**src/common/lpms_pkg.sv**
```systemverilog
// lpms_pkg: constants, register layouts and state types of the low power mode sequencer
// assumes a 32-bit apb slave port and a cpu core that honours the halt outputs
package lpms_pkg;

  ////////////////////////////////////////////////////////////////////////////
  // register indices, byte address is four times the index
  localparam logic [7:0] IDX_SYSTEM_CONTROL_ONE = 8'h38;
  localparam logic [7:0] IDX_SYSTEM_CONTROL_TWO = 8'h39;
  localparam logic [7:0] IDX_WAKEUP_KEY_CONTROL = 8'h3A;
  localparam logic [7:0] IDX_SEQ_STATUS         = 8'h3B;
  localparam int         ADDR_LSB               = 2;

  // reset values
  localparam logic [7:0] SC1_RESET = 8'h00;
  localparam logic [7:0] SC2_RESET = 8'h80;
  localparam logic [3:0] KEY_RESET = 4'h0;

  // program counter step past the mode start instruction
  localparam logic [15:0] PC_STEP = 16'h0002;

  // warm-up lengths in oscillator cycles, normal return then slow return
  localparam logic [17:0] WARM_FAST_00 = 18'h30000;
  localparam logic [17:0] WARM_FAST_01 = 18'h10000;
  localparam logic [17:0] WARM_FAST_10 = 18'h0C000;
  localparam logic [17:0] WARM_FAST_11 = 18'h04000;
  localparam logic [17:0] WARM_SLOW_00 = 18'h06000;
  localparam logic [17:0] WARM_SLOW_01 = 18'h02000;
  localparam logic [17:0] WARM_SLOW_10 = 18'h000C0;
  localparam logic [17:0] WARM_SLOW_11 = 18'h00040;
  localparam int          WARM_W       = 18;

  ////////////////////////////////////////////////////////////////////////////
  // system_control_one layout, bits 1:0 read as zero
  typedef struct packed {
    logic       start;
    logic       release_method_select;
    logic       return_mode_select;
    logic       halt_port_output_keep;
    logic [1:0] warmup_length_field;
    logic [1:0] rsvd;
  } lpms_sc1_t;

  // system_control_two layout, bits 3, 1 and 0 read as zero
  typedef struct packed {
    logic       hf_osc_on;
    logic       lf_osc_on;
    logic       slow_clock_sel;
    logic       core_halt;
    logic       rsvd3;
    logic       timing_gen_feed_halt;
    logic [1:0] rsvd;
  } lpms_sc2_t;

  // sequencer states
  typedef enum logic [1:0] {
    ST_RUN       = 2'b00,
    ST_FULL_HALT = 2'b01,
    ST_WARMUP    = 2'b10,
    ST_CORE_HALT = 2'b11
  } lpms_state_t;

  // all state of the top module
  typedef struct packed {
    lpms_state_t st;
    lpms_sc1_t   sc1;
    lpms_sc2_t   sc2;
    logic [3:0]  key_en;
    logic        release_method_select_eff;
    logic        pin_d;
    logic [3:0]  key_d;
    logic [15:0] resume_pc;
    logic        resume;
    logic        irq_svc;
    logic [31:0] prdata;
    logic        pready;
    logic        pslverr;
    logic        halt_cpu;
    logic        halt_periph;
    logic        osc_hf;
    logic        osc_lf;
    logic        presc_clr;
    logic        port_hiz;
  } lpms_regs_t;

endpackage : lpms_pkg

```
**src/logic/lpms_warmup_cnt.sv**
```systemverilog
// lpms_warmup_cnt: warm-up counter that counts oscillator ticks up to a terminal count
// assumes tick is a one-cycle pulse per oscillator cycle, synchronous to pclk
`timescale 1ns/1ps
module lpms_warmup_cnt
  import lpms_pkg::*;
#(
  parameter int W = WARM_W
) (
  // clock and reset
  input  wire logic         pclk,
  input  wire logic         presetn,
  // control
  input  wire logic         run,
  input  wire logic         tick,
  input  wire logic [W-1:0] terminal,
  // result
  output logic              done
);

  initial begin
    if (W < 2) $error("lpms_warmup_cnt: W too small");
  end

  logic [W-1:0] cnt_r;
  logic [W-1:0] cnt_nxt;

  ////////////////////////////////////////////////////////////////////////////
  // count from zero while running, done on the tick that reaches terminal
  always_comb begin
    done    = run & tick & (cnt_r == terminal - W'(1));
    cnt_nxt = cnt_r;
    if (!run || done) begin
      cnt_nxt = '0;
    end else if (tick) begin
      cnt_nxt = cnt_r + W'(1);
    end
  end

  always_ff @(posedge pclk or negedge presetn) begin
    if (!presetn) begin
      cnt_r <= '0;
    end else begin
      cnt_r <= cnt_nxt;
    end
  end

endmodule : lpms_warmup_cnt

```
**src/logic/lpms_top.sv**
```systemverilog
// lpms_top: full-halt and core-halt sequencer with warm-up timing and an apb register port
// assumes all pins are synchronous to pclk, presetn is the device reset pin,
// and hf_tick / lf_tick pulse once per high / low frequency oscillator cycle
`timescale 1ns/1ps

// Summary of operation
// - start bit write enters full halt
// - memory and registers held during full halt
// - prescaler and divider cleared in full halt
// - resume address is start address plus two
// - method bit: one level, zero edge
// - level mode: pin high or key edge
// - level mode, pin high: straight to warm-up
// - no return to halt once warming
// - edge to level switch waits pin rise
// - edge mode halts always, rise releases
// - oscillators restarted by return mode
// - warm-up holds everything, four lengths
// - warm-up counts oscillator cycles
// - reset pin ends full halt at once
// - core halt stops cpu and watchdog only
// - core-halt bit write enters core halt
// - core halt release clears bit, returns
// - master flag zero: wake, no service
// - master flag one: wake and service
// - reset pin ends core halt, normal
// - watchdog irq cancels core halt entry
// - warm-up code table fast and slow
// - return mode selects normal or slow
// - keep bit chooses port drive or float
module lpms_top
  import lpms_pkg::*;
#(
  parameter int ADDR_W     = 12,
  parameter int WARM_SHIFT = 0
) (
  // clock and reset
  input  wire logic              pclk,
  input  wire logic              presetn,
  // apb slave
  input  wire logic [ADDR_W-1:0] paddr,
  input  wire logic              psel,
  input  wire logic              penable,
  input  wire logic              pwrite,
  input  wire logic [31:0]       pwdata,
  output logic [31:0]            prdata,
  output logic                   pready,
  output logic                   pslverr,
  // wake pins and oscillator ticks
  input  wire logic              port2_bit0,
  input  wire logic [3:0]        key_wakeup_inputs,
  input  wire logic              hf_tick,
  input  wire logic              lf_tick,
  // cpu core side
  input  wire logic [15:0]       start_insn_addr,
  input  wire logic              master_irq_flag,
  input  wire logic              irq_wake_req,
  input  wire logic              watchdog_irq,
  // halt and clock controls
  output logic                   cpu_halt,
  output logic                   wdt_halt,
  output logic                   periph_halt,
  output logic                   hf_osc_en,
  output logic                   lf_osc_en,
  output logic                   main_clk_slow,
  output logic                   prescaler_clear,
  output logic                   port_out_hiz,
  output logic [15:0]            resume_pc,
  output logic                   resume_pulse,
  output logic                   irq_service
);

  initial begin
    if (ADDR_W < 10 || ADDR_W > 32) $error("lpms_top: ADDR_W out of range");
    if (WARM_SHIFT < 0 || WARM_SHIFT > 6) $error("lpms_top: WARM_SHIFT out of range");
  end

  lpms_regs_t        r;
  lpms_regs_t        n;
  logic              wu_done;
  logic [WARM_W-1:0] wu_term;
  logic              wu_tick;

  ////////////////////////////////////////////////////////////////////////////
  // warm-up length lookup, shortened by WARM_SHIFT only for simulation
  function automatic logic [WARM_W-1:0] warm_len(input logic [1:0] code, input logic slow);
    logic [WARM_W-1:0] v;
    v = '0;
    unique case ({slow, code})
      3'b000: v = WARM_FAST_00;
      3'b001: v = WARM_FAST_01;
      3'b010: v = WARM_FAST_10;
      3'b011: v = WARM_FAST_11;
      3'b100: v = WARM_SLOW_00;
      3'b101: v = WARM_SLOW_01;
      3'b110: v = WARM_SLOW_10;
      3'b111: v = WARM_SLOW_11;
    endcase
    v = v >> WARM_SHIFT;
    if (v == '0) v = WARM_W'(1);
    return v;
  endfunction : warm_len

  // slow return counts low-frequency cycles, normal return high-frequency ones
  assign wu_tick = r.sc1.return_mode_select ? lf_tick : hf_tick;
  assign wu_term = warm_len(r.sc1.warmup_length_field, r.sc1.return_mode_select);

  lpms_warmup_cnt #(
    .W (WARM_W)
  ) u_warm (
    .pclk     (pclk),
    .presetn  (presetn),
    .run      (r.st == ST_WARMUP),
    .tick     (wu_tick),
    .terminal (wu_term),
    .done     (wu_done)
  );

  ////////////////////////////////////////////////////////////////////////////
  // next-state logic for registers, sequencer and outputs
  always_comb begin
    logic              setup;
    logic              acc_wr;
    logic              aligned;
    logic [7:0]        idx;
    logic              pin_rise;
    logic              key_hit;
    logic              start_full;
    logic              start_core;
    logic              hit;
    lpms_sc1_t         w1;
    lpms_sc2_t         w2;
    setup      = 1'b0;
    acc_wr     = 1'b0;
    aligned    = 1'b0;
    idx        = 8'h00;
    pin_rise   = 1'b0;
    key_hit    = 1'b0;
    start_full = 1'b0;
    start_core = 1'b0;
    hit        = 1'b0;
    w1         = lpms_sc1_t'(pwdata[7:0]);
    w2         = lpms_sc2_t'(pwdata[7:0]);
    n          = r;
    n.resume   = 1'b0;
    n.irq_svc  = 1'b0;
    n.pready   = 1'b0;
    n.pin_d    = port2_bit0;
    n.key_d    = key_wakeup_inputs;

    // pin events, sampled against the previous cycle
    pin_rise = port2_bit0 & ~r.pin_d;
    key_hit  = |((key_wakeup_inputs ^ r.key_d) & r.key_en);

    // apb decode: answer one cycle after setup, errors for unmapped words
    setup   = psel & ~penable;
    acc_wr  = psel & penable & pwrite & r.pready & ~r.pslverr;
    aligned = (paddr[ADDR_LSB-1:0] == '0) &&
              (paddr[ADDR_W-1:ADDR_LSB] >> 8 == '0);
    idx     = paddr[ADDR_LSB+7:ADDR_LSB];
    if (setup) begin
      n.pready  = 1'b1;
      n.prdata  = 32'h0000_0000;
      hit       = 1'b1;
      unique case (idx)
        IDX_SYSTEM_CONTROL_ONE: n.prdata[7:0] = {r.sc1[7:2], 2'b00};
        IDX_SYSTEM_CONTROL_TWO: n.prdata[7:0] = {r.sc2[7:4], 1'b0, r.sc2[2], 2'b00};
        IDX_WAKEUP_KEY_CONTROL: n.prdata[3:0] = r.key_en;
        IDX_SEQ_STATUS:         n.prdata[4:0] = {r.pin_d, r.release_method_select_eff, 1'b0, r.st};
        default:                hit = 1'b0;
      endcase
      n.pslverr = ~(hit & aligned);
      if (n.pslverr || pwrite) n.prdata = 32'h0000_0000;
    end else begin
      n.pslverr = 1'b0;
    end

    // register writes take effect at the access edge
    if (acc_wr) begin
      unique case (idx)
        IDX_SYSTEM_CONTROL_ONE: begin
          n.sc1.release_method_select = w1.release_method_select;
          n.sc1.return_mode_select    = w1.return_mode_select;
          n.sc1.halt_port_output_keep = w1.halt_port_output_keep;
          n.sc1.warmup_length_field   = w1.warmup_length_field;
          // edge mode takes over at once, level mode waits for a pin rise
          if (!w1.release_method_select) n.release_method_select_eff = 1'b0;
          start_full = w1.start & (r.st == ST_RUN);
        end
        IDX_SYSTEM_CONTROL_TWO: begin
          n.sc2.hf_osc_on            = w2.hf_osc_on;
          n.sc2.lf_osc_on            = w2.lf_osc_on;
          n.sc2.slow_clock_sel       = w2.slow_clock_sel;
          n.sc2.timing_gen_feed_halt = w2.timing_gen_feed_halt;
          start_core = w2.core_halt & (r.st == ST_RUN);
        end
        IDX_WAKEUP_KEY_CONTROL: n.key_en = pwdata[3:0];
        default: ;
      endcase
    end

    // a pending level selection becomes live on the first pin rise
    if (pin_rise && n.sc1.release_method_select) begin
      n.release_method_select_eff = 1'b1;
    end

    // sequencer; the old method stays in force for this cycle's release
    unique case (r.st)
      ST_RUN: begin
        if (start_full) begin
          n.sc1.start  = 1'b1;
          n.resume_pc  = start_insn_addr + PC_STEP;
          if (r.release_method_select_eff && port2_bit0) begin
            n.st = ST_WARMUP;
          end else begin
            n.st = ST_FULL_HALT;
          end
        end else if (start_core) begin
          if (watchdog_irq) begin
            n.irq_svc = 1'b1;
          end else begin
            n.sc2.core_halt = 1'b1;
            n.resume_pc     = start_insn_addr + PC_STEP;
            n.st            = ST_CORE_HALT;
          end
        end
      end
      ST_FULL_HALT: begin
        // key inputs are honoured only in level mode
        if (r.release_method_select_eff ? (port2_bit0 | key_hit) : pin_rise) begin
          n.st = ST_WARMUP;
        end
      end
      ST_WARMUP: begin
        // pin level is ignored here: once warming the halt is never re-entered
        if (wu_done) begin
          n.st        = ST_RUN;
          n.sc1.start = 1'b0;
          n.resume    = 1'b1;
          if (r.sc1.return_mode_select) begin
            n.sc2.slow_clock_sel = 1'b1;
            n.sc2.lf_osc_on      = 1'b1;
            n.sc2.hf_osc_on      = 1'b0;
          end else begin
            n.sc2.slow_clock_sel = 1'b0;
            n.sc2.hf_osc_on      = 1'b1;
          end
        end
      end
      ST_CORE_HALT: begin
        if (irq_wake_req) begin
          n.st            = ST_RUN;
          n.sc2.core_halt = 1'b0;
          n.resume        = 1'b1;
          n.irq_svc       = master_irq_flag;
        end
      end
    endcase

    // registered controls follow the next state
    n.halt_cpu    = (n.st != ST_RUN);
    n.halt_periph = (n.st == ST_FULL_HALT) || (n.st == ST_WARMUP);
    n.presc_clr   = n.halt_periph;
    n.port_hiz    = (n.st == ST_FULL_HALT) & ~n.sc1.halt_port_output_keep;
    unique case (n.st)
      ST_FULL_HALT: begin
        n.osc_hf = 1'b0;
        n.osc_lf = 1'b0;
      end
      ST_WARMUP: begin
        // dual clock to normal restarts both, slow restarts low only
        n.osc_hf = ~n.sc1.return_mode_select;
        n.osc_lf = n.sc1.return_mode_select | n.sc2.lf_osc_on;
      end
      default: begin
        n.osc_hf = n.sc2.hf_osc_on;
        n.osc_lf = n.sc2.lf_osc_on;
      end
    endcase
  end

  ////////////////////////////////////////////////////////////////////////////
  // state register; the reset pin ends every halt into single-clock normal run
  always_ff @(posedge pclk or negedge presetn) begin
    if (!presetn) begin
      r.st          <= ST_RUN;
      r.sc1         <= lpms_sc1_t'(SC1_RESET);
      r.sc2         <= lpms_sc2_t'(SC2_RESET);
      r.key_en      <= KEY_RESET;
      r.release_method_select_eff    <= 1'b0;
      r.pin_d       <= 1'b0;
      r.key_d       <= 4'h0;
      r.resume_pc   <= 16'h0000;
      r.resume      <= 1'b0;
      r.irq_svc     <= 1'b0;
      r.prdata      <= 32'h0000_0000;
      r.pready      <= 1'b0;
      r.pslverr     <= 1'b0;
      r.halt_cpu    <= 1'b0;
      r.halt_periph <= 1'b0;
      r.osc_hf      <= 1'b1;
      r.osc_lf      <= 1'b0;
      r.presc_clr   <= 1'b0;
      r.port_hiz    <= 1'b0;
    end else begin
      r <= n;
    end
  end

  ////////////////////////////////////////////////////////////////////////////
  // outputs straight from the state register
  assign prdata          = r.prdata;
  assign pready          = r.pready;
  assign pslverr         = r.pslverr;
  assign cpu_halt        = r.halt_cpu;
  assign wdt_halt        = r.halt_cpu;
  assign periph_halt     = r.halt_periph;
  assign hf_osc_en       = r.osc_hf;
  assign lf_osc_en       = r.osc_lf;
  assign main_clk_slow   = r.sc2.slow_clock_sel;
  assign prescaler_clear = r.presc_clr;
  assign port_out_hiz    = r.port_hiz;
  assign resume_pc       = r.resume_pc;
  assign resume_pulse    = r.resume;
  assign irq_service     = r.irq_svc;

endmodule : lpms_top

```
**config.mk**
```make
export PLATFORM = sky130hd
export DESIGN_NAME = lpms_top
export DESIGN_NICKNAME = d
export VERILOG_FILES = /design/src/common/lpms_pkg.sv /design/src/logic/lpms_warmup_cnt.sv /design/src/logic/lpms_top.sv
export SDC_FILE = /design/constraint.sdc
export NUM_CORES = 1
export LEC_CHECK = 0
export BUFFER_PORTS_ARGS = -buffer_cell sky130_fd_sc_hd__buf_2
export CAP_MARGIN = 0
export CORE_MARGIN = 8
export CORE_UTILIZATION = 40
export CTS_CLUSTER_SIZE = 28
export DETAILED_ROUTE_END_ITERATION = 8
export GPL_TIMING_DRIVEN = 0
export PLACE_DENSITY = 0.64
export SYNTH_ARGS = -nofsm -noshare
export SYNTH_HDL_FRONTEND = slang
export SYNTH_SLANG_ARGS = --single-unit
```
**constraint.sdc**
```tcl
create_clock -name pclk -period 4.25 [get_ports pclk]
set_input_delay 0.425 -clock pclk [delete_from_list [all_inputs] [get_ports pclk]]
set_output_delay 0.425 -clock pclk [all_outputs]
set_load 0.01 [all_outputs]
```
==> reports/results.md <==
| Item | Value |
|---|---|
| Number of endpoints failing setup at the final stage | 0 |
| Setup repair bufs after CTS | 0 |
| Stage delay of the slowest cell on the critical path | 460 ps |
| Mean instance size in the synthesized netlist | 9.97 um2 |
| Endpoints failing hold | 0 |
| Tmin final | 2880 ps |
| Number of nets in the layout | 624 |
| # rows | 37 |
| Buffers plus inverters on the worst setup path | 2 |
| Number of unique standard cell types used by synthesis | 57 |
| Result of the run | finished clean |
| # clock sinks | 74 |
| Post-route setup slack | 1370 ps |
| Fin crit share | 0.679 |
| Biggest area consumer among synthesized cells | sky130_fd_sc_hd__dfrtp_1 |
| Hold Crit Class | primary input to register |
| Worst Path Class, Setup | register to register |
| Hold path cells | 1 |
| Cell at the root of the clock tree | sky130_fd_sc_hd__clkbuf_8 |
| Total Negative Setup Slacks | 0 ps |
| Fmax | 347 MHz |
| Ranking of synthesized cells by area | sky130_fd_sc_hd__dfrtp_1, sky130_fd_sc_hd__buf_4, sky130_fd_sc_hd__xor2_1 |
| Peak ir drop on the vdd network | 149 uV |
| Post-cts gate resize count | 0 |
| Number of remaining DRC errors | 0 |
| CTS hold repair buffers | 1 |
| Area occupied by registers | 1850 um2 |
| Die extent in x | 118 um |
| Die H | 118 um |
| Worst slack after detailed placement | 1380 ps |
| Overflow left after global routing | 0 |
| Number of logic stages on the critical path including buffering | 10 |
| Count of TritonRoute iterations in the first routing pass | 4 |
| Count of state elements after synthesis | 74 |
| Antenna Violating Nets Remaining | 0 |
| MaxCap Viol Count | 0 |
| Worst path cell trace | inv_1 > ha_1 > clkbuf_1 > nand2_1 > nor3_2 > nor3_1 > o21ai_1 > o31ai_1 > ha_1 > mux2_2 |
| HPWL after detailed placement | 7450 um |
| Area added between synthesis and finish | 23.1% |
| I/O pin cnt | 135 |
| EDFF count, synth | 0 |
| Die footprint | 13,900 um2 |
| Global-route wire length before repair | 16,600 um |
| Total area of multi-input combinational cells | 1930 um2 |
| Fin. max-slew vios | 0 |
| Sequential element share of the synthesized area | 0.445 |
| Leading register cell type out of synthesis | sky130_fd_sc_hd__dfrtp_1 |
| Portion of synthesized cell area occupied by the leading cell type | 0.432 |
| Async S/R FF share, synth | 1.00 |
| Highest net fanout along the worst path | 9 |
| Gp weighted congestion | 0.803 |
| Library cell contributing the largest single delay on the critical path | sky130_fd_sc_hd__dfrtp_1 |
| Worst EP required | 4520 ps |
| Worst clock skew on the final layout | 11.9 ps |
| Routed length per placed instance | 14.0 um |
| Clock transition at path regs | 90 ps |
| Via density | 4.68 |
| Total standard cell area after synthesis | 4170 um2 |
| Starting utilization of the core area | 0.407 |
| Setup crit start kind | register |
| Number of antenna violations at the first check in global routing | 0 |
| Leakage power of the design | 0.00264 uW |
| Final Util | 0.502 |
| Fill cell total of the finished layout | 990 |
| Number of global-route vias before repair | 3,400 |
| Floorplan core area | 10,200 um2 |
| # diodes | 0 |
| Number of cells after detailed placement | 663 |
| Maximum number of pins on one net before global-route repair | 48 |
| 1st-iter DRT viols | 126 |
| Total Routed Length | 9540 um |
| Kind of cell with the highest combined delay on the critical path | simple AND/OR/NAND/NOR gates |
| Vias after detailed routing | 3,180 |
| Power Dens Cells | 347 nW/um2 |
| Number of H-tree levels | 3 |
| Worst reg-to-reg path cell count | 10 |
| Commonest non-fill, non-tap cells in the layout | sky130_fd_sc_hd__buf_2, sky130_fd_sc_hd__dfrtp_1, sky130_fd_sc_hd__buf_4 |
| Layout cells sized above 1 | 0.342 |
| Most frequent cell on the critical path | sky130_fd_sc_hd__ha_1 |
| Warnings from Yosys | 0 |
| Final std cells w/o fill | 680 |
| Maximum buffer depth of the clock tree | 2 |
| Clock buffer count from CTS | 9 |
| Critical Path AT | 3160 ps |
| Tightest Pin Transition | 629 ps |
| Most common cell after layout, fill and taps aside | sky130_fd_sc_hd__buf_2 |
| Buffers on Ports | 85 |
| Gate count of the mapped netlist | 418 |
| Kind of capture point of the worst setup path | register |
| Setup repair after global routing missed its margin | false |
| Headroom to the max-slew limit | 0.577 |
| CTS tree | yes |
| Source-to-sink clock delay at the later pin of the worst-skew pair | 340 ps |
| Global-route usage over all layers | 0.142 |
## final timing paths
kind,slack (ps),end,start
worst max-delay path,1370,hf_osc_en,r[85]
worst min-delay path,210,r[58],key_wakeup_inputs[0]
worst max register to register,1370,hf_osc_en,r[85]
worst min register to register,480,prdata[7],prdata[7]
max in group asynchronous,3080,hf_osc_en,presetn
min in group asynchronous,550,r[61],presetn
## final cells by class
type,count,share of cell area
well taps,136,0.0332
multi-input cells,296,0.377
clock inverters,6,0.0224
plain buffers,62,0.0843
clock buffers,10,0.0249
flip-flops and latches,74,0.361
inverters,9,0.00658
repair buffers,87,0.0907
## synthesized netlist by cell type (3+ instances only)
library cell,instances
sky130_fd_sc_hd__nand3_1,15
sky130_fd_sc_hd__ha_1,10
sky130_fd_sc_hd__mux2_2,15
sky130_fd_sc_hd__inv_1,9
sky130_fd_sc_hd__nand2b_1,4
sky130_fd_sc_hd__nand4b_1,4
sky130_fd_sc_hd__nor3_1,6
sky130_fd_sc_hd__and3_1,9
sky130_fd_sc_hd__o21ai_0,12
sky130_fd_sc_hd__xnor2_1,13
sky130_fd_sc_hd__buf_4,51
sky130_fd_sc_hd__dfrtp_1,72
sky130_fd_sc_hd__a21oi_1,18
sky130_fd_sc_hd__a22o_1,4
sky130_fd_sc_hd__xor2_1,22
sky130_fd_sc_hd__mux2i_1,13
sky130_fd_sc_hd__nand2_1,27
sky130_fd_sc_hd__nor2b_1,4
sky130_fd_sc_hd__o22ai_1,3
sky130_fd_sc_hd__nor2_1,46
sky130_fd_sc_hd__nand4_1,8
sky130_fd_sc_hd__clkbuf_1,3
sky130_fd_sc_hd__a21o_1,3
sky130_fd_sc_hd__buf_2,7
## power breakdown
part / leakage [uW] / internal (uW) / switching [uW] / total [uW]
clock: 0.000117 / 394 / 273 / 667
combinational: 0.00152 / 147 / 199 / 347
sequential: 0.000995 / 737 / 30.5 / 768
## state kept, by name, indices dropped and copies added (netlist names)
register and count:
resume_pulse 1, main_clk_slow 1, prescaler_clear 1, r 22, pready 1, port_out_hiz 1, prdata 8, cpu_halt 1
irq_service 1, resume_pc 16, lf_osc_en 1, u_warm.cnt_r 18, pslverr 1, hf_osc_en 1
## kinds of logic after synthesis
family / after synthesis / share of synthesized area
muxes: 28 / 0.0717
DFF: 74 / 0.445
AOI/OAI and AO/OA: 57 / 0.0901
other: 1 / 0.000900
buffers and inverters: 71 / 0.112
and+or+nand+nor: 142 / 0.177
xor gates and xnor gates: 35 / 0.0736
adders and majority gates: 10 / 0.0300
## worst reg2reg max path, cell delays in order (launching register included)
cell and delay [ps]:
sky130_fd_sc_hd__dfrtp_1 460, sky130_fd_sc_hd__inv_1 140, sky130_fd_sc_hd__ha_1 160, sky130_fd_sc_hd__clkbuf_1 320, sky130_fd_sc_hd__nand2_1 140, sky130_fd_sc_hd__nor3_2 430, sky130_fd_sc_hd__nor3_1 90, sky130_fd_sc_hd__o21ai_1 200
sky130_fd_sc_hd__o31ai_1 150, sky130_fd_sc_hd__ha_1 380, sky130_fd_sc_hd__mux2_2 350
## per-layer routing
metal	global-route usage	routed length, um	vias to the layer above
li1	-	-	1606
met1	0.168	4190	1495
met2	0.245	4810	70
met3	0.0350	445	9
met4	0.0456	98	0
met5	0	0	-
## per-stage QoR
step,power [uW],hold WS (ps),cell area [um2]
finish,1780,206,5130
global route,1870,184,5130
CTS,1810,185,5130
detailed placement,1130,383,4880
global placement,1120,467,4850
floorplan,996,129,4250
Power figures use the tool's default switching activity.
